**src/rtl/ubsc_params.svh**
```systemverilog
// Offsets, field positions, reset values and timing counts of the serial rate and control block.
`ifndef UBSC_PARAMS_SVH
`define UBSC_PARAMS_SVH
`define UBSC_ADDR_SERIAL_CTRL 8'h98
`define UBSC_ADDR_RATE_RELOAD 8'h9A
`define UBSC_ADDR_RATE_CTRL 8'h9B
`define UBSC_ADDR_SRC_SEL 8'h9C
`define UBSC_ADDR_POWER_CTRL 8'h87
`define UBSC_ADDR_TX_DATA 8'h99
`define UBSC_RST_BYTE 8'h00
`define UBSC_SC_TOP 7
`define UBSC_SC_MODE_LO 6
`define UBSC_SC_MULTI 5
`define UBSC_SC_RX_EN 4
`define UBSC_SC_TX9 3
`define UBSC_SC_RX9 2
`define UBSC_SC_TX_DONE 1
`define UBSC_SC_RX_DONE 0
`define UBSC_RC_TX_BRG 3
`define UBSC_RC_RX_BRG 2
`define UBSC_RC_SPEED 1
`define UBSC_RC_SHIFT_BRG 0
`define UBSC_SS_TX_T2 1
`define UBSC_SS_RX_T2 0
`define UBSC_PC_DOUBLER 7
`define UBSC_PC_FE_SEL 6
`define UBSC_BRG_TOP 8'hFF
`define UBSC_SLOW_PRESCALE 4'hB
`define UBSC_FAST_PRESCALE 4'h1
`define UBSC_OVS_LAST 4'hF
`define UBSC_SHIFT_DIV 3'h5
`define UBSC_M2_DIV 5'h01
`define UBSC_M2_DIV_DBL 5'h00
`define UBSC_FAST_TICK_DIV 1'b1
`endif

```
**src/rtl/ubsc_pkg.sv**
```systemverilog
// Types shared by the serial rate and control block.
package ubsc_pkg;
  typedef enum logic [1:0] {
    UBSC_MODE_SHIFT = 2'h0,
    UBSC_MODE_UART8 = 2'h1,
    UBSC_MODE_UART9F = 2'h2,
    UBSC_MODE_UART9V = 2'h3
  } ubsc_mode_t;
  typedef enum logic [1:0] {
    UBSC_SRC_T1 = 2'h0,
    UBSC_SRC_T2 = 2'h1,
    UBSC_SRC_BRG = 2'h3
  } ubsc_src_t;
  typedef enum logic [1:0] {
    UBSC_ST_IDLE = 2'h0,
    UBSC_ST_START = 2'h1,
    UBSC_ST_DATA = 2'h3,
    UBSC_ST_STOP = 2'h2
  } ubsc_state_t;
endpackage : ubsc_pkg

```
**src/rtl/ubsc_rate_if.sv**
```systemverilog
// Rate selection carrier between the control top and the rate generator.
`timescale 1ns/1ps
interface ubsc_rate_if;
  logic [7:0] reloadValue;
  logic speedSel;
  logic doubler;
  logic brgTick;
  modport gen (input reloadValue, input speedSel, input doubler, output brgTick);
  modport ctl (output reloadValue, output speedSel, output doubler, input brgTick);
endinterface : ubsc_rate_if

```
**src/rtl/ubsc_brg.sv**
```systemverilog
// Internal reload-based bit-rate generator.
`timescale 1ns/1ps
`include "ubsc_params.svh"
module ubsc_brg import ubsc_pkg::*; (
  input wire logic clk,
  input wire logic arst_n,
  ubsc_rate_if.gen rate
);
  // Prescale by 2*2*6 in slow speed or 2*2 in fast; the doubler skips the last halving.
  // The wrap compare is a bound, so a speed change never leaves the counter running long.
  logic [3:0] preCnt_r;
  logic halfTog_r;
  logic [7:0] brgCnt_r;
  logic tick_r;
  wire preWrap = (preCnt_r >= (rate.speedSel ? `UBSC_FAST_PRESCALE : `UBSC_SLOW_PRESCALE));
  wire preTick = preWrap && (rate.doubler || halfTog_r);
  wire brgOvf = preTick && (brgCnt_r == `UBSC_BRG_TOP);
  always_ff @(posedge clk or negedge arst_n) begin
    if (!arst_n) begin
      preCnt_r <= 4'h0;
      halfTog_r <= 1'b0;
      brgCnt_r <= 8'h00;
      tick_r <= 1'b0;
    end else begin
      preCnt_r <= preWrap ? 4'h0 : preCnt_r + 4'h1;
      if (preWrap) begin
        halfTog_r <= ~halfTog_r;
      end
      if (brgOvf) begin
        brgCnt_r <= rate.reloadValue;
      end else if (preTick) begin
        brgCnt_r <= brgCnt_r + 8'h01;
      end
      tick_r <= brgOvf;
    end
  end
  assign rate.brgTick = tick_r;
endmodule : ubsc_brg

```
**src/rtl/ubsc_top.sv**
```systemverilog
// Serial rate selection, control register and serial engines.
// ----------------------------------------------------------------
// ----------------------------------------------------------------
//
// The plain strobed port is this design's own decision.
`timescale 1ns/1ps
`include "ubsc_params.svh"
module ubsc_top import ubsc_pkg::*; (
  input wire logic clk,
  input wire logic arst_n,
  input wire logic [7:0] regAddr,
  input wire logic [7:0] regWrData,
  input wire logic regWrStb,
  input wire logic regRdStb,
  output logic [7:0] regRdData,
  input wire logic timer1Ovf,
  input wire logic timer2Ovf,
  input wire logic rxdPin,
  output logic txdOut,
  output logic shiftClkOut,
  output logic timer2ForceReload
);
  // ----------------------------------------------------------------
  // Registers
  // ----------------------------------------------------------------
  logic modeHi_r, modeLo_r, multi_r, rxEn_r, tx9_r, rx9_r, txDone_r, rxDone_r, fe_r;
  logic [7:0] reload_r;
  logic txBrg_r, rxBrg_r, speed_r, shiftBrg_r, txT2_r, rxT2_r, doubler_r, feSel_r;
  logic [7:0] txData_r;
  logic [7:0] rdData_r;
  ubsc_rate_if rate ();
  assign rate.reloadValue = reload_r;
  assign rate.speedSel = speed_r;
  assign rate.doubler = doubler_r;
  ubsc_brg u_brg (
    .clk(clk),
    .arst_n(arst_n),
    .rate(rate)
  );
  function automatic logic hit(input logic [7:0] a, input logic [7:0] b);
    return a == b;
  endfunction : hit
  wire wrSc = regWrStb && hit(regAddr, `UBSC_ADDR_SERIAL_CTRL);
  wire wrTx = regWrStb && hit(regAddr, `UBSC_ADDR_TX_DATA);
  ubsc_mode_t mode;
  assign mode = ubsc_mode_t'({modeHi_r, modeLo_r});
  // ----------------------------------------------------------------
  // Clock source selection
  // ----------------------------------------------------------------
  ubsc_src_t txSrc, rxSrc;
  assign txSrc = txBrg_r ? UBSC_SRC_BRG : (txT2_r ? UBSC_SRC_T2 : UBSC_SRC_T1);
  assign rxSrc = rxBrg_r ? UBSC_SRC_BRG : (rxT2_r ? UBSC_SRC_T2 : UBSC_SRC_T1);
  // Timer overflows come from logic on this clock, so no synchroniser is needed.
  function automatic logic srcTick(input ubsc_src_t s, input logic t1, input logic t2,
                                   input logic b);
    case (s)
      UBSC_SRC_BRG: return b;
      UBSC_SRC_T2: return t2;
      default: return t1;
    endcase
  endfunction : srcTick
  // Timer 1 and generator rates are halved unless the doubler is set; timer 2 is not.
  logic t1Half_r;
  wire t1Tick = timer1Ovf && (doubler_r || t1Half_r);
  wire txVarTick = srcTick(txSrc, t1Tick, timer2Ovf, rate.brgTick);
  wire rxVarTick = srcTick(rxSrc, t1Tick, timer2Ovf, rate.brgTick);
  logic [2:0] shDiv_r;
  logic [4:0] m2Div_r;
  wire shFixTick = (shDiv_r == `UBSC_SHIFT_DIV);
  wire m2Tick = (m2Div_r >= (doubler_r ? `UBSC_M2_DIV_DBL : `UBSC_M2_DIV));
  wire shTick = shiftBrg_r ? rate.brgTick : shFixTick;
  // Modes 1..3 use 16x oversampling; mode 2 tick is already at bit/16 spacing.
  wire txOvs = (mode == UBSC_MODE_UART9F) ? m2Tick : txVarTick;
  wire rxOvs = (mode == UBSC_MODE_UART9F) ? m2Tick : rxVarTick;
  logic timer2Fr_r;
  assign timer2ForceReload = timer2Fr_r;
  // ----------------------------------------------------------------
  // Transmitter
  // ----------------------------------------------------------------
  ubsc_state_t txSt_r;
  logic [3:0] txOvs_r, txBit_r;
  logic [8:0] txSh_r;
  logic txd_r;
  wire isShift = (mode == UBSC_MODE_SHIFT);
  wire nineBit = mode[1];
  wire [3:0] lastData = nineBit ? 4'h8 : 4'h7;
  wire txBitEnd = isShift ? shTick : (txOvs && txOvs_r == `UBSC_OVS_LAST);
  wire txSetDone = (txSt_r == UBSC_ST_DATA) && txBitEnd && (txBit_r == lastData)
                   && !isShift; // start of stop bit
  wire txSetDone0 = isShift && (txSt_r == UBSC_ST_DATA) && txBitEnd
                    && (txBit_r == 4'h7);
  always_ff @(posedge clk or negedge arst_n) begin
    if (!arst_n) begin
      txSt_r <= UBSC_ST_IDLE;
      txOvs_r <= 4'h0;
      txBit_r <= 4'h0;
      txSh_r <= 9'h000;
      txd_r <= 1'b1;
    end else begin
      if (txOvs) begin
        txOvs_r <= txOvs_r + 4'h1;
      end
      case (txSt_r)
        UBSC_ST_IDLE: begin
          if (wrTx) begin
            txSh_r <= {tx9_r, regWrData};
            txSt_r <= isShift ? UBSC_ST_DATA : UBSC_ST_START;
            txBit_r <= 4'h0;
            txOvs_r <= 4'h0;
            txd_r <= isShift ? regWrData[0] : 1'b0;
          end
        end
        UBSC_ST_START: if (txBitEnd) begin
          txSt_r <= UBSC_ST_DATA;
          txd_r <= txSh_r[0];
        end
        UBSC_ST_DATA: if (txBitEnd) begin
          if (txBit_r == (isShift ? 4'h7 : lastData)) begin
            txSt_r <= isShift ? UBSC_ST_IDLE : UBSC_ST_STOP;
            txd_r <= 1'b1;
          end else begin
            txBit_r <= txBit_r + 4'h1;
            txSh_r <= {1'b0, txSh_r[8:1]};
            txd_r <= txSh_r[1];
          end
        end
        UBSC_ST_STOP: if (txBitEnd) begin
          txSt_r <= UBSC_ST_IDLE;
        end
        default: txSt_r <= UBSC_ST_IDLE;
      endcase
    end
  end
  // ----------------------------------------------------------------
  // Receiver
  // ----------------------------------------------------------------
  logic rxS1_r, rxS2_r, rxPrev_r;
  ubsc_state_t rxSt_r;
  logic [3:0] rxOvs_r, rxBit_r;
  logic [8:0] rxSh_r;
  wire rxMid = rxOvs && (rxOvs_r == 4'h7);
  wire rxStartEdge = rxPrev_r && !rxS2_r;
  wire rxStopSample = (rxSt_r == UBSC_ST_STOP) && rxMid;
  wire multiOn = multi_r && !isShift;
  // Mode 0 reception is in the shift phase: eight samples on the shift clock.
  wire rx0Done = isShift && (rxSt_r == UBSC_ST_DATA) && shTick && (rxBit_r == 4'h7);
  // With frame error detection on, or multiprocessor mode set in mode 1, done waits for the stop sample.
  // At the last data sample the ninth bit is still on the synchroniser, not in the shifter.
  wire rxLastData = (rxSt_r == UBSC_ST_DATA) && rxMid && (rxBit_r == lastData) && !isShift;
  wire rxAtStop = feSel_r || (multiOn && !nineBit);
  wire rxKeyBit = (rxStopSample && nineBit) ? rxSh_r[8] : rxS2_r;
  wire rxFrameOk = !multiOn || rxKeyBit;
  wire rxSetDone = rx0Done || ((rxAtStop ? rxStopSample : rxLastData) && rxFrameOk);
  wire rxBadStop = rxStopSample && !rxS2_r;
  always_ff @(posedge clk or negedge arst_n) begin
    if (!arst_n) begin
      rxS1_r <= 1'b1;
      rxS2_r <= 1'b1;
      rxPrev_r <= 1'b1;
      rxSt_r <= UBSC_ST_IDLE;
      rxOvs_r <= 4'h0;
      rxBit_r <= 4'h0;
      rxSh_r <= 9'h000;
    end else begin
      rxS1_r <= rxdPin;
      rxS2_r <= rxS1_r;
      rxPrev_r <= rxS2_r;
      if (rxOvs) begin
        rxOvs_r <= rxOvs_r + 4'h1;
      end
      case (rxSt_r)
        UBSC_ST_IDLE: begin
          if (rxEn_r && (isShift ? !rxDone_r : rxStartEdge)) begin
            rxSt_r <= isShift ? UBSC_ST_DATA : UBSC_ST_START;
            rxOvs_r <= 4'h0;
            rxBit_r <= 4'h0;
          end
        end
        UBSC_ST_START: if (rxMid) begin
          rxSt_r <= rxS2_r ? UBSC_ST_IDLE : UBSC_ST_DATA;
        end
        UBSC_ST_DATA: begin
          if (!rxEn_r) begin
            rxSt_r <= UBSC_ST_IDLE;
          end else if (isShift ? shTick : rxMid) begin
            rxSh_r <= nineBit ? {rxS2_r, rxSh_r[8:1]} : {1'b0, rxS2_r, rxSh_r[7:1]};
            if (rxBit_r == (isShift ? 4'h7 : lastData)) begin
              rxSt_r <= isShift ? UBSC_ST_IDLE : UBSC_ST_STOP;
            end else begin
              rxBit_r <= rxBit_r + 4'h1;
            end
          end
        end
        UBSC_ST_STOP: if (rxMid) begin
          rxSt_r <= UBSC_ST_IDLE;
        end
        default: rxSt_r <= UBSC_ST_IDLE;
      endcase
    end
  end
  // ----------------------------------------------------------------
  // Dividers and register file
  // ----------------------------------------------------------------
  wire [7:0] scRead = {feSel_r ? fe_r : modeHi_r, modeLo_r, multi_r, rxEn_r, tx9_r, rx9_r,
                       txDone_r, rxDone_r};
  wire rxLoad9 = rxStopSample && (nineBit || (mode == UBSC_MODE_UART8 && !multi_r));
  wire [7:0] rdMux =
    hit(regAddr, `UBSC_ADDR_SERIAL_CTRL) ? scRead :
    hit(regAddr, `UBSC_ADDR_RATE_RELOAD) ? reload_r :
    hit(regAddr, `UBSC_ADDR_RATE_CTRL) ? {4'h0, txBrg_r, rxBrg_r, speed_r, shiftBrg_r} :
    hit(regAddr, `UBSC_ADDR_SRC_SEL) ? {6'h00, txT2_r, rxT2_r} :
    hit(regAddr, `UBSC_ADDR_POWER_CTRL) ? {doubler_r, feSel_r, 6'h00} :
    hit(regAddr, `UBSC_ADDR_TX_DATA) ? rxSh_r[7:0] : `UBSC_RST_BYTE;
  always_ff @(posedge clk or negedge arst_n) begin
    if (!arst_n) begin
      {modeHi_r, modeLo_r, multi_r, rxEn_r, tx9_r} <= 5'h00;
      {rx9_r, txDone_r, rxDone_r, fe_r} <= 4'h0;
      reload_r <= `UBSC_RST_BYTE;
      {txBrg_r, rxBrg_r, speed_r, shiftBrg_r} <= 4'h0;
      {txT2_r, rxT2_r, doubler_r, feSel_r} <= 4'h0;
      rdData_r <= `UBSC_RST_BYTE;
      shDiv_r <= 3'h0;
      m2Div_r <= 5'h00;
      t1Half_r <= 1'b0;
      timer2Fr_r <= 1'b0;
      txData_r <= `UBSC_RST_BYTE;
    end else begin
      shDiv_r <= shFixTick ? 3'h0 : shDiv_r + 3'h1;
      m2Div_r <= m2Tick ? 5'h00 : m2Div_r + 5'h01;
      if (timer1Ovf) begin
        t1Half_r <= ~t1Half_r;
      end
      timer2Fr_r <= (txSrc == UBSC_SRC_T2) || (rxSrc == UBSC_SRC_T2);
      rdData_r <= regRdStb ? rdMux : `UBSC_RST_BYTE;
      if (wrTx) begin
        txData_r <= regWrData;
      end
      if (wrSc) begin
        if (feSel_r) begin
          fe_r <= regWrData[`UBSC_SC_TOP];
        end else begin
          modeHi_r <= regWrData[`UBSC_SC_TOP];
        end
        modeLo_r <= regWrData[`UBSC_SC_MODE_LO];
        multi_r <= regWrData[`UBSC_SC_MULTI];
        rxEn_r <= regWrData[`UBSC_SC_RX_EN];
        tx9_r <= regWrData[`UBSC_SC_TX9];
        rx9_r <= regWrData[`UBSC_SC_RX9];
        txDone_r <= regWrData[`UBSC_SC_TX_DONE];
        rxDone_r <= regWrData[`UBSC_SC_RX_DONE];
      end
      // Hardware sets win over a same-cycle software clear.
      if (rxBadStop && feSel_r) begin
        fe_r <= 1'b1;
      end
      if (txSetDone || txSetDone0) begin
        txDone_r <= 1'b1;
      end
      if (rxSetDone) begin
        rxDone_r <= 1'b1;
      end
      if (rxLoad9) begin
        rx9_r <= nineBit ? rxSh_r[8] : rxS2_r;
      end
      if (regWrStb && hit(regAddr, `UBSC_ADDR_RATE_RELOAD)) begin
        reload_r <= regWrData;
      end
      if (regWrStb && hit(regAddr, `UBSC_ADDR_RATE_CTRL)) begin
        txBrg_r <= regWrData[`UBSC_RC_TX_BRG];
        rxBrg_r <= regWrData[`UBSC_RC_RX_BRG];
        speed_r <= regWrData[`UBSC_RC_SPEED];
        shiftBrg_r <= regWrData[`UBSC_RC_SHIFT_BRG];
      end
      if (regWrStb && hit(regAddr, `UBSC_ADDR_SRC_SEL)) begin
        txT2_r <= regWrData[`UBSC_SS_TX_T2];
        rxT2_r <= regWrData[`UBSC_SS_RX_T2];
      end
      if (regWrStb && hit(regAddr, `UBSC_ADDR_POWER_CTRL)) begin
        doubler_r <= regWrData[`UBSC_PC_DOUBLER];
        feSel_r <= regWrData[`UBSC_PC_FE_SEL];
      end
    end
  end
  // The shift clock pin idles high and falls for one system cycle per shift tick of the mode 0 transmit data phase.
  logic shClk_r;
  always_ff @(posedge clk or negedge arst_n) begin
    if (!arst_n) begin
      shClk_r <= 1'b1;
    end else begin
      shClk_r <= !(isShift && txSt_r == UBSC_ST_DATA && shTick);
    end
  end
  assign regRdData = rdData_r;
  assign txdOut = txd_r;
  assign shiftClkOut = shClk_r;
endmodule : ubsc_top

```
**config.mk**
```make
export PLATFORM = sky130hd
export DESIGN_NAME = ubsc_top
export DESIGN_NICKNAME = d
export VERILOG_FILES = /design/src/rtl/ubsc_pkg.sv /design/src/rtl/ubsc_rate_if.sv /design/src/rtl/ubsc_brg.sv /design/src/rtl/ubsc_top.sv
export VERILOG_INCLUDE_DIRS = /design/src /design/src/rtl
export SDC_FILE = /design/constraint.sdc
export NUM_CORES = 1
export LEC_CHECK = 0
export BUFFER_PORTS_ARGS = -buffer_cell sky130_fd_sc_hd__clkbuf_2
export CAP_MARGIN = 40
export CELL_PAD_IN_SITES_DETAIL_PLACEMENT = 0
export CELL_PAD_IN_SITES_GLOBAL_PLACEMENT = 2
export CORE_AREA = 2 2 163 85
export DETAILED_ROUTE_END_ITERATION = 16
export DIE_AREA = 0 0 165 87
export HOLD_SLACK_MARGIN = 0.05
export PLACE_DENSITY_LB_ADDON = 0.1
export SYNTH_ARGS = -nofsm -noshare
export SYNTH_HDL_FRONTEND = slang
export SYNTH_SLANG_ARGS = --single-unit
export TNS_END_PERCENT = 20
```
**constraint.sdc**
```tcl
create_clock -name clk -period 2.3 [get_ports clk]
set_input_delay 0.46 -clock clk [delete_from_list [all_inputs] [get_ports clk]]
set_output_delay 0.46 -clock clk [all_outputs]
set_load 0.05 [all_outputs]
```
---- Word-level counts from Yosys, hierarchy flattened ----
Index checks and enable logic that the tools add are counted.
cells by class
  multiplexer cells ....................... 83
  order comparisons ....................... 2
  add/subtract/negate cells ............... 8
  bitwise operators ....................... 3
  equal/unequal tests ..................... 42
  reduce and logical (&&, ||, !) cells .... 70
operator list
  kind                   number
  $mux W8                9
  $mux W4                17
  $eq A8 B8 Y1 const B   7
  $mux W9                4
  $logic_and A1 B1 Y1    35
  $mux W2                16
  $mux W1                27
  $ne A2 B2 Y1 const B   11
  $add A4 B1 Y4 const B  5
  $pmux W9 S2            1
  $eq A4 B4 Y1           4
  $pmux W2 S4            2
  $pmux W4 S2            2
  $reduce_bool A2 Y1     8
  $reduce_and A5 Y1      3
  $eq A2 B2 Y1 const B   7
  $eq A4 B3 Y1 const B   3
  $eq A2 B1 Y1 const B   5
  $add A8 B1 Y8 const B  1
  $logic_or A1 B1 Y1     8
  $reduce_and A4 Y1      2
  $logic_not A1 Y1       7
  $logic_not A2 Y1       3
  $ne A3 B2 Y1 const B   2
  other kinds (15)       19
storage, ports and cells
  flip-flop bits (word level) ............. 100
  output and inout bits ................... 11
  logic and storage cells ................. 248
  bits of input ports ..................... 23

---- Depth between registers and ports, before layout ----
  depth after elaboration ................. 13
  depth in mapped cells ................... 10
  mapped depth without buffers ............ 8

---- Cells and area by module ----
From an unflattened synthesis, not the netlist that was laid out.
second synthesis, totals
  cells, all modules ...................... 504
  area total of the unflattened synthesis .. 5,127.4 um^2
modules (own cells, without submodules)
  module    area an instance (um^2)  seq. area each (um^2)  times used  cells an instance
  ubsc_top  4,351.7                  2,158.3                1           431
  ubsc_brg  775.7                    350.3                  1           73

---- Least setup slack after synthesis ----
OpenSTA, ideal clock, no wires.
  path kind ............................... register to register
  from .................................... register doubler_r
  to ...................................... register rxSh_r[0]
  data required time ...................... 2,175 ps
  setup slack ............................. 171 ps
  arrival time ............................ 2,004 ps
  path buffers ............................ 1
  library setup time ...................... 125 ps
  stages on the path, launching flop included .. 9
  cell sequence ........................... dfrtp_1 -> inv_1 -> ha_1 -> inv_1 -> a31oi_1 -> a41oi_1 -> o21ai_2 -> buf_2 -> mux2_2
on the way
  cells in the longest elaborated chain, start to end .. 7
ends and longest elaborated chain
  what                                                                  RTL line         text
  from (decl)                                                           ubsc_top.sv:28   logic txBrg_r, rxBrg_r, speed_r, shiftBrg_r, txT2_r, rxT2_r, doubler_r, feSel_r;
  from (signal assigned)                                                ubsc_top.sv:279  doubler_r <= regWrData[`UBSC_PC_DOUBLER];
  parallel branches: the longest is 3 deep, another holds $ge A5 B1 Y1  n/a
  $mux W1 *                                                             ubsc_top.sv:74   wire rxOvs = (mode == UBSC_MODE_UART9F) ? m2Tick : rxVarTick;
  $logic_and A1 B1 Y1 *                                                 ubsc_top.sv:141  wire rxMid = rxOvs && (rxOvs_r == 4'h7);
  $mux W1 *                                                             ubsc_top.sv:185  end else if (isShift ? shTick : rxMid) begin
  $reduce_and A3 Y1 (no source line) *                                  n/a
  to (signal assigned)                                                  ubsc_top.sv:186  rxSh_r <= nineBit ? {rxS2_r, rxSh_r[8:1]} : {1'b0, rxS2_r, rxSh_r[7:1]};
  to (decl)                                                             ubsc_top.sv:140  logic [8:0] rxSh_r;
Mark *: on every way between the ends.
A chain may end at the register's enable or synchronous reset.

---- Worst setup path after layout ----
  from .................................... register rxBrg_r
  to ...................................... register rxBit_r[1]
on the way
  cells in the longest elaborated chain, start to end .. 8
ends and longest elaborated chain
  what                                                 RTL line         text
  from (decl)                                          ubsc_top.sv:28
  from (signal assigned)                               ubsc_top.sv:270  rxBrg_r <= regWrData[`UBSC_RC_RX_BRG];
  $mux W2 *                                            ubsc_top.sv:52   assign rxSrc = rxBrg_r ? UBSC_SRC_BRG : (rxT2_r ? UBSC_SRC_T2 : UBSC_SRC_T1);
  $eq A2 B1 Y1 / $eq A2 B2 Y1 (equally long branches)  ubsc_top.sv:56   case (s)
  $pmux W1 S2 *                                        ubsc_top.sv:56
  $mux W1 *                                            ubsc_top.sv:74
  $logic_and A1 B1 Y1 *                                ubsc_top.sv:141
  $mux W1 *                                            ubsc_top.sv:185
  $ne A2 B1 Y1 (no source line) *                      n/a
  $reduce_and A5 Y1 (no source line) *                 n/a
  to (signal assigned)                                 ubsc_top.sv:190  rxBit_r <= rxBit_r + 4'h1;
  to (decl)                                            ubsc_top.sv:139  logic [3:0] rxOvs_r, rxBit_r;
Every way passes the cells marked *; elsewhere a longest branch is shown, timed or not.

==> flow_summary.yaml <==
detailed_routing:
  routed_wl_mm: 13.6
  postRouteAntennaNets: 0
  drtIter0Drc: 303
  wl_met3_um: 628
  firstDrtPassIters: 5
  dr.max_layer_used: "met4"
  wl_met2_mm: 5.20
  wl_met1_mm: 7.65
  avgRoutedWirePerCell_um: 18.3
  viasPerCell: 5.22
  vias: 3875
  drc_errors: 0
sta:
  timing.fmax_mhz: 461
  drv_slew: 0
  rsz0062_at_grt: "true"
  fin_skew_ns: 0.00897
  timing.final.crit_share_pct: 94.3
  setup_tns_ns: 0
  tightest_slew_ns: 0.574
  finalCriticalPeriod_ns: 2.17
  hold_viol_final: 0
  setup_viol_count_final: 0
  hold_ws_ns: 0.185
  max-slew-margin-rel_pct: 61.6
synthesis:
  synth_compound_area_share_pct: 13.4
  synthFlopType: "dfrtp_1"
  yosys_register_bits: 100
  synthMuxAreaShare_pct: 10.6
  yosys-top-cells-area: "dfrtp_1, mux2_2, nor2_1"
  synth-xor-area-share_pct: 1.73
  async_flop_share_pct: 100
  yosys.area_share.adder_pct: 2.47
  synth_warnings: 0
  synth_cells: 496
  synth_top_area_share_pct: 47.0
  yosysSeqAreaShare_pct: 49.6
  avgSynthCellArea_um2: 10.2
  synth_area_leader_cell: "dfrtp_1"
  synth_area_um2: 5060
  synth_edf_count: 0
  synth_top_family_by_area: "simple AND/OR/NAND/NOR gates"
  ys_types: 65
  yosys.area_share.simple_pct: 19.0
critical_path:
  crit_required_ns: 2.53
  reg2reg_from: "rxBrg_r"
  worst_setup_path_end_kind: "flip-flop"
  startpoint: "rxBrg_r"
  reg2reg_to: "rxBit_r[1]"
  rrSetupSlack_ns: 0.13
  reg2reg_depth: 6
  crit_type: "reg2reg"
  cp_data_arrival_time_ns: 2.40
  start_kind: "flip-flop"
  crit_fanout: 16
die:
  die-width_um: 165
  ios: 34
  core-area_um2: 13100
  die_y_um: 87
  start_util_pct: 38.6
  num_rows: 30
  die-area_um2: 14400
global_routing:
  antenna_found_initial: 0
  overflow: 0
  grt_pass1_wl_mm: 21.6
  grt_max_degree: 50
  grt_pass1_vias: 3764
  grt_use_total_pct: 20.3
pwr:
  power.density_nw_per_um2: 856
  pwr-share-comb_pct: 21.2
  irDropWorstVdd_v: 0.000360
  clockPowerShare_pct: 32.1
  total_power_uw: 5180
  power.share.switching_pct: 30.6
  sequentialPowerShare_pct: 46.8
  p_int_uw: 3590
  power.leakage_uw: 0.00281
  p_switching_uw: 1590
cts:
  clk_path_buf_depth: 2
  cts_root_buffer: "clkbuf_16"
  clock_sinks: 100
  h-tree-depth: 3
  cts_inserted_buffers: 9
  cts_tree: "yes"
  clk_pin_slew_ns: 0.07
  insertion_delay_ns: 0.35
status:
  outcome: "finished, final reports clean"
flow_run:
  max-cap-violations: 0
worst_hold_path:
  hold_path_depth: 1
  hold_path_class: "in2reg"
  hold_start: "rxdPin"
  whs_endpoint: "rxS1_r"
finish:
  antenna_cells: 0
  area_growth_pct: 19.5
  stdcell_count: 743
  final_cell_area_um2: 6050
  drive_gt1_share_pct: 25.6
  fin_nets: 595
placement:
  dpl.hpwl_mm: 10.2
  io_buffers: 33
  placedCellCount: 725
  dpl_cell_area_um2: 5700
  gp_congestion: 0.824
-- layout by cell type (no fill, tap or decap), drive strengths merged, types with 4 or more instances in the layout --
| master | n |
|---|---|
| a21oi | 25 |
| a31oi | 7 |
| and2 | 7 |
| and3 | 12 |
| buf | 44 |
| clkbuf | 42 |
| dfrtp | 95 |
| dfstp | 5 |
| ha | 10 |
| inv | 14 |
| mux2 | 32 |
| mux2i | 13 |
| nand2 | 51 |
| nand2b | 7 |
| nand3 | 12 |
| nand4 | 6 |
| nor2 | 59 |
| nor2b | 6 |
| nor3 | 4 |
| nor3b | 6 |
| nor4 | 4 |
| o21ai | 24 |
| o22a | 8 |
| o22ai | 4 |
| or2 | 4 |
| xor2 | 7 |
-- metrics by stage --
stage                     utilization [%]  worst slack, ns
after floorplan                         -            0.171
after global placement               43.4         -0.00382
after detailed placement             43.5          0.00217
after CTS                            46.0           0.0159
after global routing                 46.2         -0.00699
final                                46.2            0.131
-- flip-flops by register name, indices dropped and copies added (netlist names), 2 cells and up --
signal / count
rxBit_r: 4
regRdData: 8
rxSt_r: 2
txOvs_r: 4
txSt_r: 2
u_brg.preCnt_r: 4
txSh_r: 9
rate.reloadValue: 8
txBit_r: 4
u_brg.brgCnt_r: 8
rxOvs_r: 4
m2Div_r: 5
shDiv_r: 3
rxSh_r: 9
-- cell usage after synthesis, drive strengths merged (3+ instances only) --
| cell | instances |
|---|---|
| a41oi | 3 |
| nand3b | 3 |
| nor3 | 4 |
| mux2 | 32 |
| nand3 | 12 |
| o22ai | 4 |
| a21o | 3 |
| nor4 | 4 |
| nand4 | 6 |
| nand2b | 7 |
| o21ai | 24 |
| a21oi | 25 |
| inv | 12 |
| buf | 11 |
| or3b | 3 |
| xnor2 | 3 |
| xor2 | 7 |
| nand2 | 51 |
| or2 | 4 |
| mux2i | 13 |
| nor2 | 59 |
| and2 | 7 |
| ha | 10 |
| dfrtp | 95 |
| and3 | 12 |
| or3 | 3 |
| o22a | 8 |
| a31oi | 7 |
| dfstp | 5 |
| nor2b | 6 |
| nor3b | 6 |
| clkbuf | 12 |
-- kinds of logic (layout without fill, tap and decap cells) --
logic type,Yosys count,after routing
AND/OR/NAND/NOR,194,194
flip-flops,100,100
AO/OA/AOI/OAI,99,99
multiplexers,47,47
buffers and inverters,35,105
adder cells (fa/ha/maj),10,10
XOR/XNOR,10,10
other,1,2
-- worst max path at each step --
stage,endpoint
floorplan,rxSh_r[0]
global placement,rate.speedSel
detailed placement,rate.speedSel
CTS,rxBit_r[1]
global route,rxBit_r[1]
finish,rxBit_r[1]
-- critical path: stages, from the launching register on --
cell	delay (ns)
dfrtp_1	0.50
or3_1	0.43
a41oi_1	0.43
o21ai_2	0.14
buf_12	0.17
and3_1	0.17
a31o_2	0.20
-- timing repair --
| action | in CTS | in global routing |
|---|---|---|
| resized for setup | 0 | 4 |
| setup endpoints to repair | 0 | 22 |
| hold buffers | 1 | 0 |
| buffers inserted | 0 | 1 |
| endpoints found under the hold margin | 3 | 0 |
-- power by group through the flow --
stage               Combinational [uW]  Sequential, uW  Clock (uW)
floorplan                          803            2330           0
global placement                  1070            2430           0
detailed placement                1090            2440           0
CTS                               1100            2410        1720
global route                      1250            2470        1780
finish                            1100            2420        1660
-- final cells by class --
type                            count  area [um2]
Tap cell                          176         220
Sequential cell                   100        2510
Clock inverter                      6        93.8
Inverter                           12        45.0
Clock buffer                       10         229
Fill cell                        1259        7050
Timing Repair Buffer               77         538
Multi-Input combinational cell    362        2410
-- metal layers --
metal / vias to the layer above / global-route usage [%]
li1: 1899 / -
met1: 1891 / 33.2
met2: 76 / 26.6
met3: 9 / 4.19
met4: 0 / 4.35
met5: - / 0
Power figures use the tool's default switching activity.
